## src/drs_pkg.sv

```systemverilog
package drs_pkg;

	// ----------------------------------------
	// timing
	// ----------------------------------------
	localparam int CLK_MHZ = 200;
	// decision period in ns; terminals and keys are judged once per period
	localparam int DECIDE_NS = 1000;
	localparam int DECIDE_CYC = (DECIDE_NS * CLK_MHZ) / 1000;
	localparam int TICK_W = 8;

	// ----------------------------------------
	// drive modes, frequency sources, run disable
	// ----------------------------------------
	localparam logic [2:0] MODE_KEYPAD = 3'h0;
	localparam logic [2:0] MODE_TWO_WIRE = 3'h1;
	localparam logic [2:0] MODE_RUN_DIR = 3'h2;
	localparam logic [2:0] MODE_LINK = 3'h3;
	localparam logic [3:0] FSRC_KEYPAD = 4'h0;
	localparam logic [3:0] FSRC_BIPOLAR = 4'h2;
	localparam logic [1:0] RUN_DIS_FWD = 2'h1;
	localparam logic [1:0] RUN_DIS_REV = 2'h2;
	// keypad direction codes: F forward, r reverse
	localparam logic DIR_FWD = 1'h0;
	localparam logic DIR_REV = 1'h1;

	// ----------------------------------------
	// multi-function input codes
	// ----------------------------------------
	localparam logic [4:0] FUNC_FWD = 5'h00;
	localparam logic [4:0] FUNC_REV = 5'h01;
	localparam logic [4:0] FUNC_STEP0 = 5'h05;
	localparam logic [4:0] FUNC_STEP1 = 5'h06;
	localparam logic [4:0] FUNC_STEP2 = 5'h07;

	// ----------------------------------------
	// frequencies in 0.01 Hz units
	// ----------------------------------------
	localparam logic [15:0] FREQ_MAX = 16'h9C40;
	localparam logic [15:0] STEP_DEF [1:7] = '{16'h03E8, 16'h07D0, 16'h0BB8,
		16'h0BB8, 16'h09C4, 16'h07D0, 16'h05DC};

	// ----------------------------------------
	// serial link settings limits
	// ----------------------------------------
	localparam logic PROTO_MAX = 1'h1;
	localparam logic [7:0] STATION_MIN = 8'h01;
	localparam logic [7:0] STATION_MAX = 8'hFA;
	localparam logic [2:0] BAUD_MAX = 3'h4;
	localparam logic [2:0] BAUD_DEF = 3'h3;

	// ----------------------------------------
	// types
	// ----------------------------------------
	typedef struct packed {
		logic [2:0] drive_mode;
		logic [3:0] freq_source;
		logic keypad_direction_select;
		logic [1:0] run_disable;
		logic power_up_autostart;
		logic restart_after_fault_clear;
		logic [7:0][4:0] input_function;
		logic link_protocol_select;
		logic [7:0] station_number;
		logic [2:0] link_baud_index;
	} drs_cfg_t;

	typedef struct packed {
		logic run;
		logic rev;
	} drs_link_cmd_t;

	typedef struct packed {
		logic run_press;
		logic stop_press;
	} drs_keys_t;

	typedef enum logic [1:0] {
		ST_STOP = 2'b00,
		ST_RUN = 2'b01,
		ST_TURN = 2'b10
	} drs_state_t;

endpackage

```

## src/drs_run_select.sv

```systemverilog
module drs_run_select (
	input wire logic i_mclk,
	input wire logic i_rst_n,
	input wire drs_pkg::drs_cfg_t i_cfg,
	input wire logic [7:0] i_terminal,
	input wire drs_pkg::drs_keys_t i_local_keys,
	input wire drs_pkg::drs_keys_t i_remote_keys,
	input wire logic i_remote_present,
	input wire drs_pkg::drs_link_cmd_t i_link_cmd,
	input wire logic [15:0] i_freq_cmd,
	input wire logic [15:0] i_analog_freq,
	input wire logic i_bipolar_negative,
	input wire logic i_fault,
	input wire logic i_at_zero_speed,
	input wire logic i_step_wr,
	input wire logic [2:0] i_step_sel,
	input wire logic [15:0] i_step_data,
	output logic o_run,
	output logic o_reverse,
	output logic [15:0] o_freq_ref,
	output logic [2:0] o_step_index,
	output logic o_dir_blocked,
	output logic o_link_cfg_bad
);
	import drs_pkg::*;

	// ----------------------------------------
	// helpers
	// ----------------------------------------

	// any synchronised terminal whose function code matches
	function automatic logic func_on(input logic [7:0] term,
		input logic [7:0][4:0] fn, input logic [4:0] code);
		logic hit;
		hit = 1'b0;
		for (int i = 0; i < 8; i++) begin
			if (fn[i] == code && term[i]) begin
				hit = 1'b1;
			end
		end
		return hit;
	endfunction

	// ----------------------------------------
	// terminal synchroniser
	// ----------------------------------------
	logic [7:0] term_meta, term_sync;

	// two flops; only term_sync is looked at
	always_ff @(posedge i_mclk or negedge i_rst_n) begin
		if (!i_rst_n) begin
			term_meta <= 8'h00;
			term_sync <= 8'h00;
		end else begin
			term_meta <= i_terminal;
			term_sync <= term_meta;
		end
	end

	// ----------------------------------------
	// decision tick
	// ----------------------------------------
	logic [TICK_W-1:0] tick_cnt;
	logic [TICK_W-1:0] next_tick_cnt;
	logic tick;
	logic next_tick;

	// one-cycle enable every decision period
	always_comb begin
		next_tick = 1'b0;
		next_tick_cnt = tick_cnt + 1'b1;
		if (tick_cnt == TICK_W'(DECIDE_CYC - 1)) begin
			next_tick_cnt = '0;
			next_tick = 1'b1;
		end
	end

	always_ff @(posedge i_mclk or negedge i_rst_n) begin
		if (!i_rst_n) begin
			tick_cnt <= '0;
			tick <= 1'b0;
		end else begin
			tick_cnt <= next_tick_cnt;
			tick <= next_tick;
		end
	end

	// ----------------------------------------
	// step frequency table
	// ----------------------------------------
	logic [15:0] step_freq [1:7];
	logic [15:0] next_step_data;

	// out-of-range writes clamp to the top of the range
	always_comb begin
		next_step_data = i_step_data;
		if (i_step_data > FREQ_MAX) begin
			next_step_data = FREQ_MAX;
		end
	end

	// a write to step zero is ignored: it has no entry
	always_ff @(posedge i_mclk or negedge i_rst_n) begin
		if (!i_rst_n) begin
			for (int i = 1; i < 8; i++) begin
				step_freq[i] <= STEP_DEF[i];
			end
		end else if (i_step_wr && i_step_sel != 3'h0) begin
			step_freq[i_step_sel] <= next_step_data;
		end
	end

	// ----------------------------------------
	// command decode
	// ----------------------------------------
	drs_keys_t keys;
	logic fwd_in, rev_in, term_run, link_bad;
	logic [2:0] step_idx;
	logic [15:0] ref_zero;

	always_comb begin
		// built-in keys are dead while the remote unit is present
		keys = i_remote_present ? i_remote_keys : i_local_keys;
		fwd_in = func_on(term_sync, i_cfg.input_function, FUNC_FWD);
		rev_in = func_on(term_sync, i_cfg.input_function, FUNC_REV);
		if (i_cfg.drive_mode == MODE_RUN_DIR) begin
			term_run = fwd_in;
		end else begin
			term_run = fwd_in ^ rev_in;
		end
		step_idx = {func_on(term_sync, i_cfg.input_function, FUNC_STEP2),
			func_on(term_sync, i_cfg.input_function, FUNC_STEP1),
			func_on(term_sync, i_cfg.input_function, FUNC_STEP0)};
		ref_zero = (i_cfg.freq_source == FSRC_KEYPAD) ?
			i_freq_cmd : i_analog_freq;
		link_bad = (i_cfg.link_protocol_select > PROTO_MAX)
			|| (i_cfg.station_number < STATION_MIN)
			|| (i_cfg.station_number > STATION_MAX)
			|| (i_cfg.link_baud_index > BAUD_MAX);
	end

	// ----------------------------------------
	// keypad latch and terminal arming
	// ----------------------------------------
	logic kp_run, next_kp_run, armed, next_armed, boot, next_boot, fault_d;

	// runs every cycle so no key pulse falls between ticks;
	// arming stops a terminal left on from starting the motor
	always_comb begin
		next_kp_run = kp_run;
		next_armed = armed;
		next_boot = boot;
		if (i_cfg.drive_mode != MODE_KEYPAD || i_fault || keys.stop_press) begin
			next_kp_run = 1'b0; // stop wins over run
		end else if (keys.run_press) begin
			next_kp_run = 1'b1;
		end
		if (boot) begin
			// wait one tick so the synchroniser holds real levels
			if (tick) begin
				next_boot = 1'b0;
				next_armed = i_cfg.power_up_autostart || !term_run;
			end
		end else if (i_fault) begin
			next_armed = 1'b0;
		end else if (fault_d) begin
			next_armed = i_cfg.restart_after_fault_clear || !term_run;
		end else if (!term_run) begin
			next_armed = 1'b1;
		end
	end

	always_ff @(posedge i_mclk or negedge i_rst_n) begin
		if (!i_rst_n) begin
			kp_run <= 1'b0;
			armed <= 1'b0;
			boot <= 1'b1;
			fault_d <= 1'b0;
		end else begin
			kp_run <= next_kp_run;
			armed <= next_armed;
			boot <= next_boot;
			fault_d <= i_fault;
		end
	end

	// ----------------------------------------
	// run and direction request
	// ----------------------------------------
	logic want_run, want_rev, blocked, go;

	always_comb begin
		unique case (i_cfg.drive_mode)
			MODE_KEYPAD: begin
				want_run = kp_run;
				want_rev = (i_cfg.keypad_direction_select == DIR_REV);
			end
			MODE_TWO_WIRE: begin
				want_run = term_run && armed;
				want_rev = rev_in;
			end
			MODE_RUN_DIR: begin
				want_run = term_run && armed;
				want_rev = rev_in;
			end
			MODE_LINK: begin
				want_run = i_link_cmd.run && !link_bad;
				want_rev = i_link_cmd.rev;
			end
			default: begin
				want_run = 1'b0;
				want_rev = DIR_FWD;
			end
		endcase
		// negative bipolar input swaps whatever was commanded
		if (i_cfg.freq_source == FSRC_BIPOLAR) begin
			want_rev = want_rev ^ i_bipolar_negative;
		end
		blocked = want_run && (
			(i_cfg.run_disable == RUN_DIS_FWD && !want_rev) ||
			(i_cfg.run_disable == RUN_DIS_REV && want_rev));
		go = want_run && !blocked && !i_fault && !boot;
	end

	// ----------------------------------------
	// run state machine
	// ----------------------------------------
	drs_state_t state;
	drs_state_t next_state;
	logic next_run;
	logic next_reverse;

	// direction never flips while turning; it waits for zero speed
	always_comb begin
		next_state = state;
		next_run = o_run;
		next_reverse = o_reverse;
		if (tick) begin
			unique case (state)
				ST_STOP: begin
					next_run = 1'b0;
					if (go) begin
						next_run = 1'b1;
						next_reverse = want_rev;
						next_state = ST_RUN;
					end
				end
				ST_RUN: begin
					if (!go) begin
						next_run = 1'b0;
						next_state = ST_STOP;
					end else if (want_rev != o_reverse) begin
						next_run = 1'b0;
						next_state = ST_TURN;
					end
				end
				ST_TURN: begin
					next_run = 1'b0;
					if (i_at_zero_speed) begin
						if (go) begin
							next_run = 1'b1;
							next_reverse = want_rev;
							next_state = ST_RUN;
						end else begin
							next_state = ST_STOP;
						end
					end
				end
				default: begin
					next_run = 1'b0;
					next_state = ST_STOP;
				end
			endcase
		end
	end

	always_ff @(posedge i_mclk or negedge i_rst_n) begin
		if (!i_rst_n) begin
			state <= ST_STOP;
			o_run <= 1'b0;
			o_reverse <= DIR_FWD;
		end else begin
			state <= next_state;
			o_run <= next_run;
			o_reverse <= next_reverse;
		end
	end

	// ----------------------------------------
	// reference and status outputs
	// ----------------------------------------
	logic [15:0] next_freq_ref;

	// table lookup; index zero falls back to the ordinary reference
	always_comb begin
		if (step_idx == 3'h0) begin
			next_freq_ref = ref_zero;
		end else begin
			next_freq_ref = step_freq[step_idx];
		end
	end

	// refreshed once per tick so all outputs change together
	always_ff @(posedge i_mclk or negedge i_rst_n) begin
		if (!i_rst_n) begin
			o_freq_ref <= 16'h0000;
			o_step_index <= 3'h0;
			o_dir_blocked <= 1'b0;
			o_link_cfg_bad <= 1'b0;
		end else if (tick) begin
			o_freq_ref <= next_freq_ref;
			o_step_index <= step_idx;
			o_dir_blocked <= blocked;
			o_link_cfg_bad <= link_bad;
		end
	end

endmodule // drs_run_select

```

## config.mk

```make
export PLATFORM = sky130hd
export DESIGN_NAME = drs_run_select
export DESIGN_NICKNAME = d
export VERILOG_FILES = /design/src/drs_pkg.sv /design/src/drs_run_select.sv
export SDC_FILE = /design/constraint.sdc
export NUM_CORES = 1
export LEC_CHECK = 0
export ABC_AREA = 1
export CAP_MARGIN = 25
export CORE_ASPECT_RATIO = 1.75
export CORE_MARGIN = 2
export CORE_UTILIZATION = 30
export DETAILED_ROUTE_END_ITERATION = 12
export DONT_BUFFER_PORTS = 1
export PLACE_DENSITY = 0.46
export SETUP_SLACK_MARGIN = 0.2
export SLEW_MARGIN = 30
export SYNTH_ARGS = -nofsm -noshare
export SYNTH_HDL_FRONTEND = slang
export SYNTH_SLANG_ARGS = --single-unit
```

## constraint.sdc

```tcl
create_clock -name i_mclk -period 1.8 [get_ports i_mclk]
set_input_delay 0.09 -clock i_mclk [delete_from_list [all_inputs] [get_ports i_mclk]]
set_output_delay 0.09 -clock i_mclk [all_outputs]
set_load 0.02 [all_outputs]
```

# [After elaboration in Yosys (flattened, before gate mapping)]
# Index checks and enable logic that the tools add are counted.
[word_totals] regBits=166 latch_bits=0 ram_bits=0 rom_bits=0 input_bits=136 out_inout_bits=23 elab_cells=246 mem_count=0
[classes] n_addsub=1 n_mul=0 div=0 order_cmp=8 n_eq_ne=47 shifts=0 n_mux=79 bitwise_logic=4 n_reduce_logical=85
[op_table] op="equality test 5 x 3 -> 1 bit (second input constant)" count=24
[op_table] op="bitwise mux 112 bit" count=1
[op_table] op="two-way mux 16 bit" count=6
[op_table] op="two-way mux 1 bit" count=59
[op_table] op="logical AND 1 bit" count=50
[op_table] op="binary-select mux 16 bit (select 3 bit)" count=1
[op_table] op="demux 16 bit (select 3 bit)" count=1
[op_table] op="equality test 5 x 1 -> 1 bit (second input constant)" count=8
[op_table] op="logical NOT 5 bit" count=8
[op_table] op="greater-than comparator 16 bit (second input constant)" count=1
[op_table] op="two-way mux 2 bit" count=5
[op_table] op="case mux 1 bit (3 select lines)" count=3
[op_table] op="adder 8 x 1 -> 8 bit (second input constant)" count=1
[op_table] op="equality test 8 bit (second input constant)" count=1
[op_table] op=">= comparator 4 bit (second input constant)" count=2
[op_table] op="greater-than comparator 8 bit (second input constant)" count=1
[op_table] op="logical OR 1 bit" count=8
[op_table] op="less-than comparator 8 x 1 -> 1 bit (second input constant)" count=1
[op_table] op="two-way mux 8 bit" count=1
[op_table] op="NOT 3 -> 4 bit" count=2
[op_table] op="equality test 3 x 2 -> 1 bit (second input constant)" count=2
[op_table] op="logical NOT 1 bit" count=6
[op_table] op="logical NOT 3 bit" count=2
[op_table] op="inequality test 2 bit (second input constant)" count=3
[op_table] op="21 further kinds" count=27

# [Longest topological paths before layout]
# Gate-level depths: netlist (run 1).
[logic_depth] word_depth=24 depth_mapped=17 ltp_nobuf=17

# [Least setup slack after synthesis (run 1)]
# OpenSTA, ideal clock, no wires.
[synth_timing] path_type="register to register" startpoint="reg term_sync[5]" endpoint="reg o_freq_ref[1]" setup_time_ns=0.124 arrival_time_ns=1.543 t_required_ns=1.676 slack_ns=0.133 stages_incl_launch_ff=14 path_buffers=1 synth_period_minus_slack_ns=1.667 cell_sequence="dfrtp_1 -> inv_1 -> nor2_1 -> nand3_1 -> inv_1 -> nand2_1 -> nor2_1 -> nor4_1 -> nand2_2 -> inv_2 -> buf_2 -> nand3_1 -> nand3_1 -> nand3_1"
[synth_between] elab_chain_len=9 word_cells_on_any_way=18 cone_classes="mux: 13; bitwise: 1; reduce/logical: 4"
[synth_lines] item="start: declaration" line_no="drs_run_select.sv:47" rtl="logic [7:0] term_meta, term_sync;"
[synth_lines] item="start signal: assignment" line_no="drs_run_select.sv:56" rtl="term_sync <= term_meta;"
[synth_lines] item="logical AND 1 bit" line_no="drs_run_select.sv:37" rtl="if (fn[i] == code && term[i]) begin"
[synth_lines] item="two-way mux 1 bit (3 in series)" line_no="drs_run_select.sv:37"
[synth_lines] item="NOT 3 -> 4 bit (implied by the code)" line_no="drs_run_select.sv:299" rtl="next_freq_ref = step_freq[step_idx];"
[synth_lines] item="binary-select mux 16 bit (select 3 bit)" line_no="drs_run_select.sv:299"
[synth_lines] item="two-way mux 16 bit (implied by the code) (2 in series)" line_no="drs_run_select.sv:299"
[synth_lines] item="two-way mux 16 bit (*)" line_no="drs_run_select.sv:296" rtl="if (step_idx == 3'h0) begin"
[synth_lines] item="end signal: assignment" line_no="drs_run_select.sv:311" rtl="o_freq_ref <= next_freq_ref;"
[synth_lines] item="end: declaration" line_no="drs_run_select.sv:20" rtl="output logic [15:0] o_freq_ref,"
# Every way passes the cells marked *; elsewhere a longest branch is shown, timed or not. The select of a mux whose other input is x is not followed.
# A chain may end at the register's enable or synchronous reset.

# [Final worst setup path (run 1)]
[layout_timing] startpoint="reg term_sync[2]" endpoint="reg o_freq_ref[12]"
[layout_between] elab_chain_len=12 word_cells_on_any_way=27 cone_classes="mux: 22; bitwise: 1; reduce/logical: 4"
[layout_lines] item="logical AND 1 bit" line_no="drs_run_select.sv:37"
[layout_lines] item="two-way mux 1 bit (6 in series)" line_no="drs_run_select.sv:37"
[layout_lines] item="NOT 3 -> 4 bit (implied by the code)" line_no="drs_run_select.sv:299"
[layout_lines] item="binary-select mux 16 bit (select 3 bit)" line_no="drs_run_select.sv:299"
[layout_lines] item="two-way mux 16 bit (implied by the code) (2 in series)" line_no="drs_run_select.sv:299"
[layout_lines] item="two-way mux 16 bit (*)" line_no="drs_run_select.sv:296"
# Marked as above.

==> results of run 1 <==
layer usage:
layer	wire length, um	GRT usage [%]	vias to the layer above	share of wire (%)
li1	-	-	3628	-
met1	10700	21.6	3531	40
met2	14200	34.0	174	53
met3	1270	3.85	30	4.7
met4	668	6.90	0	2.5
met5	0	0	-	0
timing repair:
| action | in CTS | in global routing |
|---|---|---|
| setup endpoints to repair | 25 | 25 |
| resized for setup | 36 | 71 |
| endpoints found under the hold margin | 265 | 166 |
| gates cloned | 6 | 2 |
| pin swaps | 23 | 33 |
| setup buffers | 6 | 2 |
power by group:
part	internal [uW]	total [uW]	switching, uW
Sequential	4330	4560	230
Combinational	658	1450	790
Clock	2110	3630	1530
Total	7090	9640	2550
cells in the final DEF, fill, tap and decap left out, types with 3 or more instances in the layout:
| master | count |
|---|---|
| nand2_1 | 263 |
| dfrtp_1 | 121 |
| nand3_1 | 113 |
| nor2_1 | 103 |
| inv_1 | 89 |
| o21ai_0 | 87 |
| dfstp_2 | 45 |
| buf_4 | 38 |
| dlygate4sd3_1 | 32 |
| a31oi_1 | 21 |
| nand3_2 | 20 |
| clkbuf_16 | 19 |
| nand2_2 | 17 |
| mux2_2 | 16 |
| o211ai_1 | 14 |
| buf_12 | 14 |
| nor2_2 | 11 |
| nor3_1 | 10 |
| nand2_4 | 9 |
| nand4_1 | 8 |
| a21oi_1 | 7 |
| nor3_2 | 6 |
| nand3b_1 | 6 |
| buf_16 | 6 |
| nor2_4 | 5 |
| o22ai_1 | 5 |
| buf_6 | 5 |
| inv_2 | 4 |
| o21ai_1 | 4 |
| clkbuf_1 | 4 |
| clkinv_2 | 4 |
| xor2_1 | 3 |
| o21ai_2 | 3 |
logic make-up (layout without fill, tap and decap cells):
| logic type | Yosys count | after routing | synth area share (%) |
|---|---|---|---|
| flops | 166 | 166 | 50.4 |
| fa+ha+maj | 1 | 1 | 0.150 |
| buf+inv | 140 | 225 | 7.05 |
| mux | 16 | 16 | 2.16 |
| xor+xnor | 4 | 4 | 0.419 |
| compound gates | 150 | 150 | 10.1 |
| simple gates | 581 | 581 | 29.8 |
final cells by class:
type	instances	area [um^2]
Tap cell	369	462
Clock inverter	9	104
Timing Repair Buffer	98	1170
Fill cell	2829	16600
Inverter	95	364
Multi-Input combinational cell	752	3930
Clock buffer	23	468
Sequential cell	166	4210
worst max-delay path, cell delays in order (launching register included):
cell and delay (ns):
dfrtp_1 0.37, inv_2 0.07, nor2_4 0.03, nand3b_1 0.09, buf_4 0.13, nor3_4 0.04
nor4_4 0.30, nand2_2 0.15, inv_4 0.12, buf_12 0.14, buf_16 0.12, o211ai_1 0.09
nand3_1 0.12, nand3_1 0.07
sequential cells by signal (all words and copies together) (netlist names):
| name | count |
|---|---|
| o_step_index | 3 |
| o_run | 1 |
| term_meta | 8 |
| fault_d | 1 |
| step_freq | 112 |
| kp_run | 1 |
| tick_cnt | 8 |
| tick | 1 |
| term_sync | 8 |
| state | 2 |
| boot | 1 |
| o_link_cfg_bad | 1 |
| armed | 1 |
| o_reverse | 1 |
| o_freq_ref | 16 |
| o_dir_blocked | 1 |
stage by stage:
step                utilization, %  hold WS (ns)  cells  TNS [ns]  cell area, um^2
floorplan                        -        -0.206   1058         0             8400
global placement              33.3        -0.193   1432     -4.10             9090
detailed placement            33.3        -0.192   1432     -3.91             9090
CTS                           37.8        -0.673   1508     -2.81            10300
global route                  39.2        -0.670   1512     -5.34            10700
finish                        39.2        -0.647   1512     -2.54            10700
worst paths after layout:
| path | slack, ns | endpoint | cells after the start |
|---|---|---|---|
| max | -0.17 | o_freq_ref[12]$_DFFE_PN0P_ | 13 |
| min | -0.65 | step_freq[45]$_DFFE_PN0P_ | 0 |
| max reg2reg | -0.17 | o_freq_ref[12]$_DFFE_PN0P_ | 13 |
| min reg2reg | 0.35 | term_sync[5]$_DFF_PN0_ | 0 |
| max in group asynchronous | 2.03 | boot$_DFF_PN1_ | 0 |
| min in group i_mclk | 0.02 | step_freq[71]$_DFFE_PN1P_ | 2 |
==> results.yml, run 1 <==
synthesis:
  synth_area_leaders: "dfrtp_1, dfstp_2, nand2_1"
  syn_nets: 1195
  synth_most_common_cell: "nand2_1"
  synth_common_cells: "nand2_1, nand3_1, dfrtp_1"
  synth_edf_count: 0
  yosys.area.top_type: "dfrtp_1"
  synth_cell_types: 40
  syn_area_um2: 8360
  yosysWarnings: 0
  synthFlopType: "dfrtp_1"
  syn_area_per_cell_um2: 7.90
  synthCells: 1058
  yosysTopAreaCellShare_pct: 36.2
  postSynth.asyncResetShare_pct: 100
  ys_ff_latch: 166
  yosysSeqAreaShare_pct: 50.4
routing:
  dr.pass1.iters: 5
  num_vias: 7363
  drc: 0
  via_per_inst: 4.87
  drt-total-wl_um: 26800
  drtIter0Drc: 421
  ant_nets: 0
  wire_per_inst_um: 17.8
floorplanning:
  ioPinCount: 159
  die_y_um: 225
  row_count: 80
  core_um2: 27300
  die_w_um: 130
  dieArea_um2: 29300
  initial_utilization_pct: 30.6
sta:
  hold_viol: 166
  worst_slew_pin_slew_ns: 0.455
  hold_ws_ns: -0.647
  post-route-period-util_pct: 109
  fmax_mhz: 508
  timing.final.ws_setup_ns: -0.170
  setup_viol_count_final: 20
  grt_setup_unrepaired: "yes"
  relSlewSlack_pct: 69.7
  finalClockSkew_ns: 0.0138
  drv_slew: 0
  min_period_ns: 1.97
clocking:
  cts_buffers: 17
  clockRootBuffer: "clkbuf_16"
  cts_buffer_depth: 2
  clkTransAtPathRegs_ns: 0.06
  cts_tree: "done"
  cts.htree.levels: 4
  ctsHoldBuffers: 32
  clock_latency_ns: 0.45
  clock-sinks: 166
grt:
  grt.total_usage_pct: 18.8
  grt_max_degree: 167
  antenna_found_initial: 0
  grt_overflow: 0
  grt_pass1_vias: 7376
  grt_pass1_wl_um: 40900
critical_path:
  required_ns: 2.13
  worstSetupPathType: "reg -> reg"
  arrival_ns: 2.30
  cp-end-kind: "flip-flop"
  cp-startpoint: "term_sync[2]$_DFF_PN0_"
  crit_path_start_kind: "flip-flop"
  r2r_start: "term_sync[2]$_DFF_PN0_"
  path_max_fanout: 5
power_and_ir_drop:
  finalPower_uw: 9640
  ir_worst_vdd_v: 0.000612
  leakagePower_uw: 0.00470
  p_per_area_nw_per_um2: 900
layout:
  drive_gt1_share_pct: 21.4
  fin_nets: 1267
  diodes: 0
  area_growth_syn_to_layout_pct: 28.1
outcome:
  status: "complete, but fails checks"
  violations: "negative hold slack, negative setup slack"
min_path:
  min_path_type: "in -> async"
placed_design:
  dpl.hpwl_um: 18000
  gp_congestion: 0.880
  dp_slack_ns: -0.258
  portBuffers: 0
run:
  drv_cap: 0
(Power assumes the default switching activity.)
==> inputs of run 2 (changes only) <==
- PLACE_DENSITY: 0.46 -> 0.45
- SKIP_LAST_GASP: unset -> 1
- clock period: 1.8 -> 2.55 ns (I/O delays scaled with it)
==> run 2 against run 1 <==
Compared with the run above: the run ends with negative hold slack left; register-to-register slack improved by 0.59 ns; flip-flop and latch count did not move; global-route usage fell by 0.88 points; cell count fell by 3.4%; non-clock buffer count fell by 51; critical path depth did not move; largest power group unchanged; combinational power fell by 43%; clock power fell by 26%; first-iteration DRC count rose by 6.7%.
==> results.yml, run 2 (synthesis gave the netlist of run 1 again) <==
routing:
  drtIter0Drc: 449
  wire_per_inst_um: 17.5
  num_vias: 7092
  drc: 0
  drt-total-wl_um: 25500
  ant_nets: 0
  dr.pass1.iters: 5
  via_per_inst: 4.85
floorplanning:
  ioPinCount: 159
  die_y_um: 225
  row_count: 80
  initial_utilization_pct: 30.6
  core_um2: 27300
  die_w_um: 130
  dieArea_um2: 29300
outcome:
  violations: "negative hold slack"
  status: "complete, but fails checks"
sta:
  post-route-period-util_pct: 83.4
  min_period_ns: 2.13
  drv_slew: 0
  relSlewSlack_pct: 45.5
  timing.final.ws_setup_ns: 0.424
  setup_viol_count_final: 0
  finalClockSkew_ns: 0.0130
  worst_slew_pin_slew_ns: 0.816
  fmax_mhz: 470
  fin_tns_setup_ns: 0
  hold_viol: 166
  hold_ws_ns: -0.614
  grt_setup_unrepaired: "no"
layout:
  drive_gt1_share_pct: 12.2
  multiInputGateArea_um2: 3560
  final_cell_mix: "nand2_1, nand3_1, dfrtp_1"
  fin_nets: 1216
  area_growth_syn_to_layout_pct: 16.0
  top_regs: "step_freq (112), o_freq_ref (16)"
  layout.cells.most_common: "nand2_1"
  fin_util_pct: 35.5
  largest_register_ffs: 112
  fill_cells: 2917
  largest_register: "step_freq"
  seq_area_um2: 4210
  diodes: 0
critical_path:
  crit_path_start_kind: "flip-flop"
  r2r_setup_slack_ns: 0.42
  r2r_start: "term_sync[5]$_DFF_PN0_"
  worstSetupPathType: "reg -> reg"
  max_stage_delay_ns: 0.36
  required_ns: 2.88
  cp-end-kind: "flip-flop"
  cp-startpoint: "term_sync[5]$_DFF_PN0_"
  path_cells: "inv_1 -> nor2_1 -> nand3_1 -> inv_1 -> nand2_1 -> nor2_1 -> nor4_1 -> nand2_2 -> inv_2 -> buf_4 -> nand3_1 -> nand3_1 -> nand3_1"
  arrival_ns: 2.45
  critPathSlowestCell: "dfrtp_1"
  path_max_fanout: 13
  crit_path_frequent_cell: "nand3_1"
grt:
  grt_max_degree: 167
  grt_pass1_wl_um: 39100
  grt.total_usage_pct: 18.0
  antenna_found_initial: 0
  grt_overflow: 0
  grt_pass1_vias: 7133
power_and_ir_drop:
  leakagePower_uw: 0.00427
  p_per_area_nw_per_um2: 691
  ir_worst_vdd_v: 0.000505
clocking:
  ctsHoldBuffers: 26
  cts_tree: "done"
  cts_buffers: 17
  cts_buffer_depth: 2
  cts.htree.levels: 4
  clock_latency_ns: 0.45
  clock-sinks: 166
  clkTransAtPathRegs_ns: 0.06
  clockRootBuffer: "clkbuf_16"
run:
  drv_cap: 0
placed_design:
  dpl.hpwl_um: 17400
  gp_congestion: 0.790
  portBuffers: 0
  dp_slack_ns: 0.356
min_path:
  min_path_type: "in -> async"
==> run 2: cell types whose count changed in the layout (fill, tap and decap cells not counted), moves of 8 or more <==
cell	delta
nand3_2	-19
nand2_1	+20
nand2_2	-11
nand3_1	+21
nand2_4	-9
buf_12	-8
nor2_1	+9
buf_4	-23
==> run 2: layout make-up <==
class | count | area share (%)
Clock buffer | 28 | 6.10
Timing Repair Buffer | 47 | 5.08
Multi-Input combinational cell | 752 | 36.7
Sequential cell | 166 | 43.4
Tap cell | 369 | 4.76
Clock inverter | 4 | 0.232
Inverter | 95 | 3.68
==> run 2: final timing paths <==
path                                                    to  depth (start not counted)
worst min-delay path             step_freq[30]$_DFFE_PN0P_                          0
worst max-delay path             o_freq_ref[8]$_DFFE_PN0P_                         13
worst min register to register      term_sync[5]$_DFF_PN0_                          0
min in group i_mclk               step_freq[2]$_DFFE_PN1P_                          2
worst max register to register   o_freq_ref[8]$_DFFE_PN0P_                         13
max in group asynchronous       step_freq[101]$_DFFE_PN1P_                          0
==> run 2: power breakdown <==
group / switching (uW) / total, uW / internal [uW]
clock network: 1090 / 2670 / 1580
logic: 486 / 824 / 337
registers: 152 / 3210 / 3050
total: 1720 / 6700 / 4980
==> run 2: critical path, delay by kind of cell, from the launching register on <==
kind / cells / cell delay, ns
buffers and inverters: 4 / 0.67
DFF: 1 / 0.36
and+or+nand+nor: 9 / 0.97
==> run 2: metrics by stage <==
step                      total power, uW  hold WS, ns  cell area, um^2  cells
final                                6700       -0.614             9700   1461
after global routing                 7060       -0.638             9700   1461
after CTS                            6790       -0.639             9680   1460
after detailed placement             4050       -0.155             8800   1402
after global placement               4030       -0.155             8800   1402
after floorplan                      3840       -0.168             8360   1058
==> run 2: what timing repair did <==
item	CTS	global route
buffers inserted	0	1
hold endpoints to repair	241	166
endpoints found under the setup margin	0	16
resized for setup	0	0
==> run 2: per-layer routing <==
| metal | wire (um) | share of wire (%) | GRT usage [%] |
|---|---|---|---|
| met1 | 10100 | 40 | 20.6 |
| met2 | 13300 | 52 | 31.6 |
| met3 | 1530 | 6.0 | 4.76 |
| met4 | 556 | 2.2 | 6.52 |
| met5 | 0 | 0 | 0 |
==> inputs of run 3 (changes only) <==
- clock period: 2.55 -> 2.19 ns (I/O delays scaled with it)
==> run 3 against run 2 <==
Compared with the run above: the run still ends with negative hold slack left; flip-flop and latch count unchanged; utilization rose by 2.8 points; first-iteration DRC count shrank 10%; non-clock buffer count is 30 higher; largest power group unchanged; sequential power rose by 17%; highest routed layer unchanged; largest cell class unchanged; design area rose by 8.0%.
==> results.yml, run 3 (synthesis gave the netlist of run 1 again) <==
outcome:
  status: "complete, but fails checks"
  violations: "negative hold slack"
grt:
  grt_pass1_wl_um: 40000
  antenna_found_initial: 0
  grt_overflow: 0
  grt.total_usage_pct: 18.4
  grt_max_degree: 167
  grt_pass1_vias: 7240
layout:
  diodes: 0
  largest_register: "step_freq"
  largest_register_ffs: 112
  top_regs: "step_freq (112), o_freq_ref (16)"
  layout.cells.most_common: "nand2_1"
  drive_gt1_share_pct: 19.0
  fill_cells: 2849
  fin_nets: 1247
  seq_area_um2: 4210
  area_growth_syn_to_layout_pct: 25.3
  multiInputGateArea_um2: 3810
  final_cell_mix: "nand2_1, nand3_1, dfrtp_1"
clocking:
  ctsHoldBuffers: 27
  cts_tree: "done"
  cts_buffer_depth: 2
  clock_latency_ns: 0.45
  cts_buffers: 17
  clkTransAtPathRegs_ns: 0.06
  clockRootBuffer: "clkbuf_16"
  cts.htree.levels: 4
  clock-sinks: 166
sta:
  finalClockSkew_ns: 0.00763
  fmax_mhz: 514
  timing.final.ws_setup_ns: 0.245
  grt_setup_unrepaired: "yes"
  setup_viol_count_final: 0
  worst_slew_pin_slew_ns: 0.779
  hold_viol: 166
  post-route-period-util_pct: 88.8
  drv_slew: 0
  min_period_ns: 1.94
  fin_tns_setup_ns: 0
  relSlewSlack_pct: 48.0
  hold_ws_ns: -0.628
critical_path:
  crit_path_start_kind: "flip-flop"
  path_cells: "inv_2 -> nor2_4 -> buf_6 -> nand2_2 -> nor2_1 -> nor4_4 -> nand2_4 -> buf_6 -> inv_8 -> clkbuf_16 -> o211ai_1 -> nand3_1 -> nand3_1"
  max_stage_delay_ns: 0.37
  worstSetupPathType: "reg -> reg"
  path_max_fanout: 6
  critPathSlowestCell: "dfrtp_1"
  required_ns: 2.52
  arrival_ns: 2.27
  cp-end-kind: "flip-flop"
floorplanning:
  die_w_um: 130
  row_count: 80
  core_um2: 27300
  dieArea_um2: 29300
  ioPinCount: 159
  die_y_um: 225
  initial_utilization_pct: 30.6
min_path:
  min_path_type: "in -> async"
placed_design:
  portBuffers: 0
  dp_slack_ns: 0.155
  gp_congestion: 0.801
  dpl.hpwl_um: 18000
power_and_ir_drop:
  ir_worst_vdd_v: 0.000578
  p_per_area_nw_per_um2: 784
  leakagePower_uw: 0.00461
routing:
  num_vias: 7324
  drtIter0Drc: 404
  wire_per_inst_um: 19.0
  via_per_inst: 4.91
  drt-total-wl_um: 28300
  drc: 0
  dr.pass1.iters: 5
  ant_nets: 0
run:
  drv_cap: 0
==> run 3: cell type report <==
cell class | count | share of cell area, %
timing repair inverter | 1 | 0.108
multi-input combinational | 752 | 36.4
clock buffer | 24 | 5.32
sequential | 166 | 40.2
clock inverter | 8 | 0.992
inverter | 95 | 3.55
timing repair buffer | 77 | 9.07
tap | 369 | 4.41
==> run 3: path summary, 6_finish.rpt <==
| path | cells past startpoint | start | slack (ns) | end |
|---|---|---|---|---|
| setup / recovery | 13 | term_sync[0]$_DFF_PN0_ | 0.25 | o_freq_ref[10]$_DFFE_PN0P_ |
| hold / removal | 0 | i_rst_n | -0.63 | step_freq[13]$_DFFE_PN0P_ |
| setup reg to reg | 13 | term_sync[0]$_DFF_PN0_ | 0.25 | o_freq_ref[10]$_DFFE_PN0P_ |
| hold reg to reg | 0 | term_meta[3]$_DFF_PN0_ | 0.35 | term_sync[3]$_DFF_PN0_ |
| max in group asynchronous | 0 | i_rst_n | 2.39 | boot$_DFF_PN1_ |
| min in group i_mclk | 2 | i_step_data[3] | 0.01 | step_freq[99]$_DFFE_PN1P_ |
==> run 3: per-layer routing <==
layer	track usage (%)	share of wire, %
met1	20.8	39
met2	33.7	54
met3	4.35	6.0
met4	5.48	1.5
met5	0	0
==> run 3: critical path, delay by kind of cell, from the launching register on <==
| family | cells | cell delay (ns) |
|---|---|---|
| buf+inv | 5 | 0.62 |
| compound gates | 1 | 0.08 |
| flops | 1 | 0.37 |
| simple gates | 7 | 0.77 |
==> run 3: what timing repair did <==
action,4_1_cts,5_1_grt
cloned,1,14
setup endpoints to repair,15,20
pin swaps,10,28
gates resized for setup,15,73
buffers inserted,3,4
endpoints found under the hold margin,252,166
==> run 3: report_power, final <==
part / switching (uW) / leakage (uW) / internal [uW] / total (uW)
combinational: 654 / 0.00240 / 502 / 1160
sequential: 183 / 0.00189 / 3560 / 3740
clock: 1300 / 0.000323 / 2020 / 3310
==> run 3: metrics by stage <==
stage / instance area, um^2 / cells / utilization, % / power, uW
2_1_floorplan: 8360 / 1058 / - / 4470
3_3_place_gp: 8860 / 1411 / 32.4 / 4730
3_5_place_dp: 8860 / 1411 / 32.4 / 4740
4_1_cts: 9890 / 1474 / 36.2 / 8160
5_1_grt: 10500 / 1492 / 38.3 / 8620
6_report: 10500 / 1492 / 38.3 / 8210
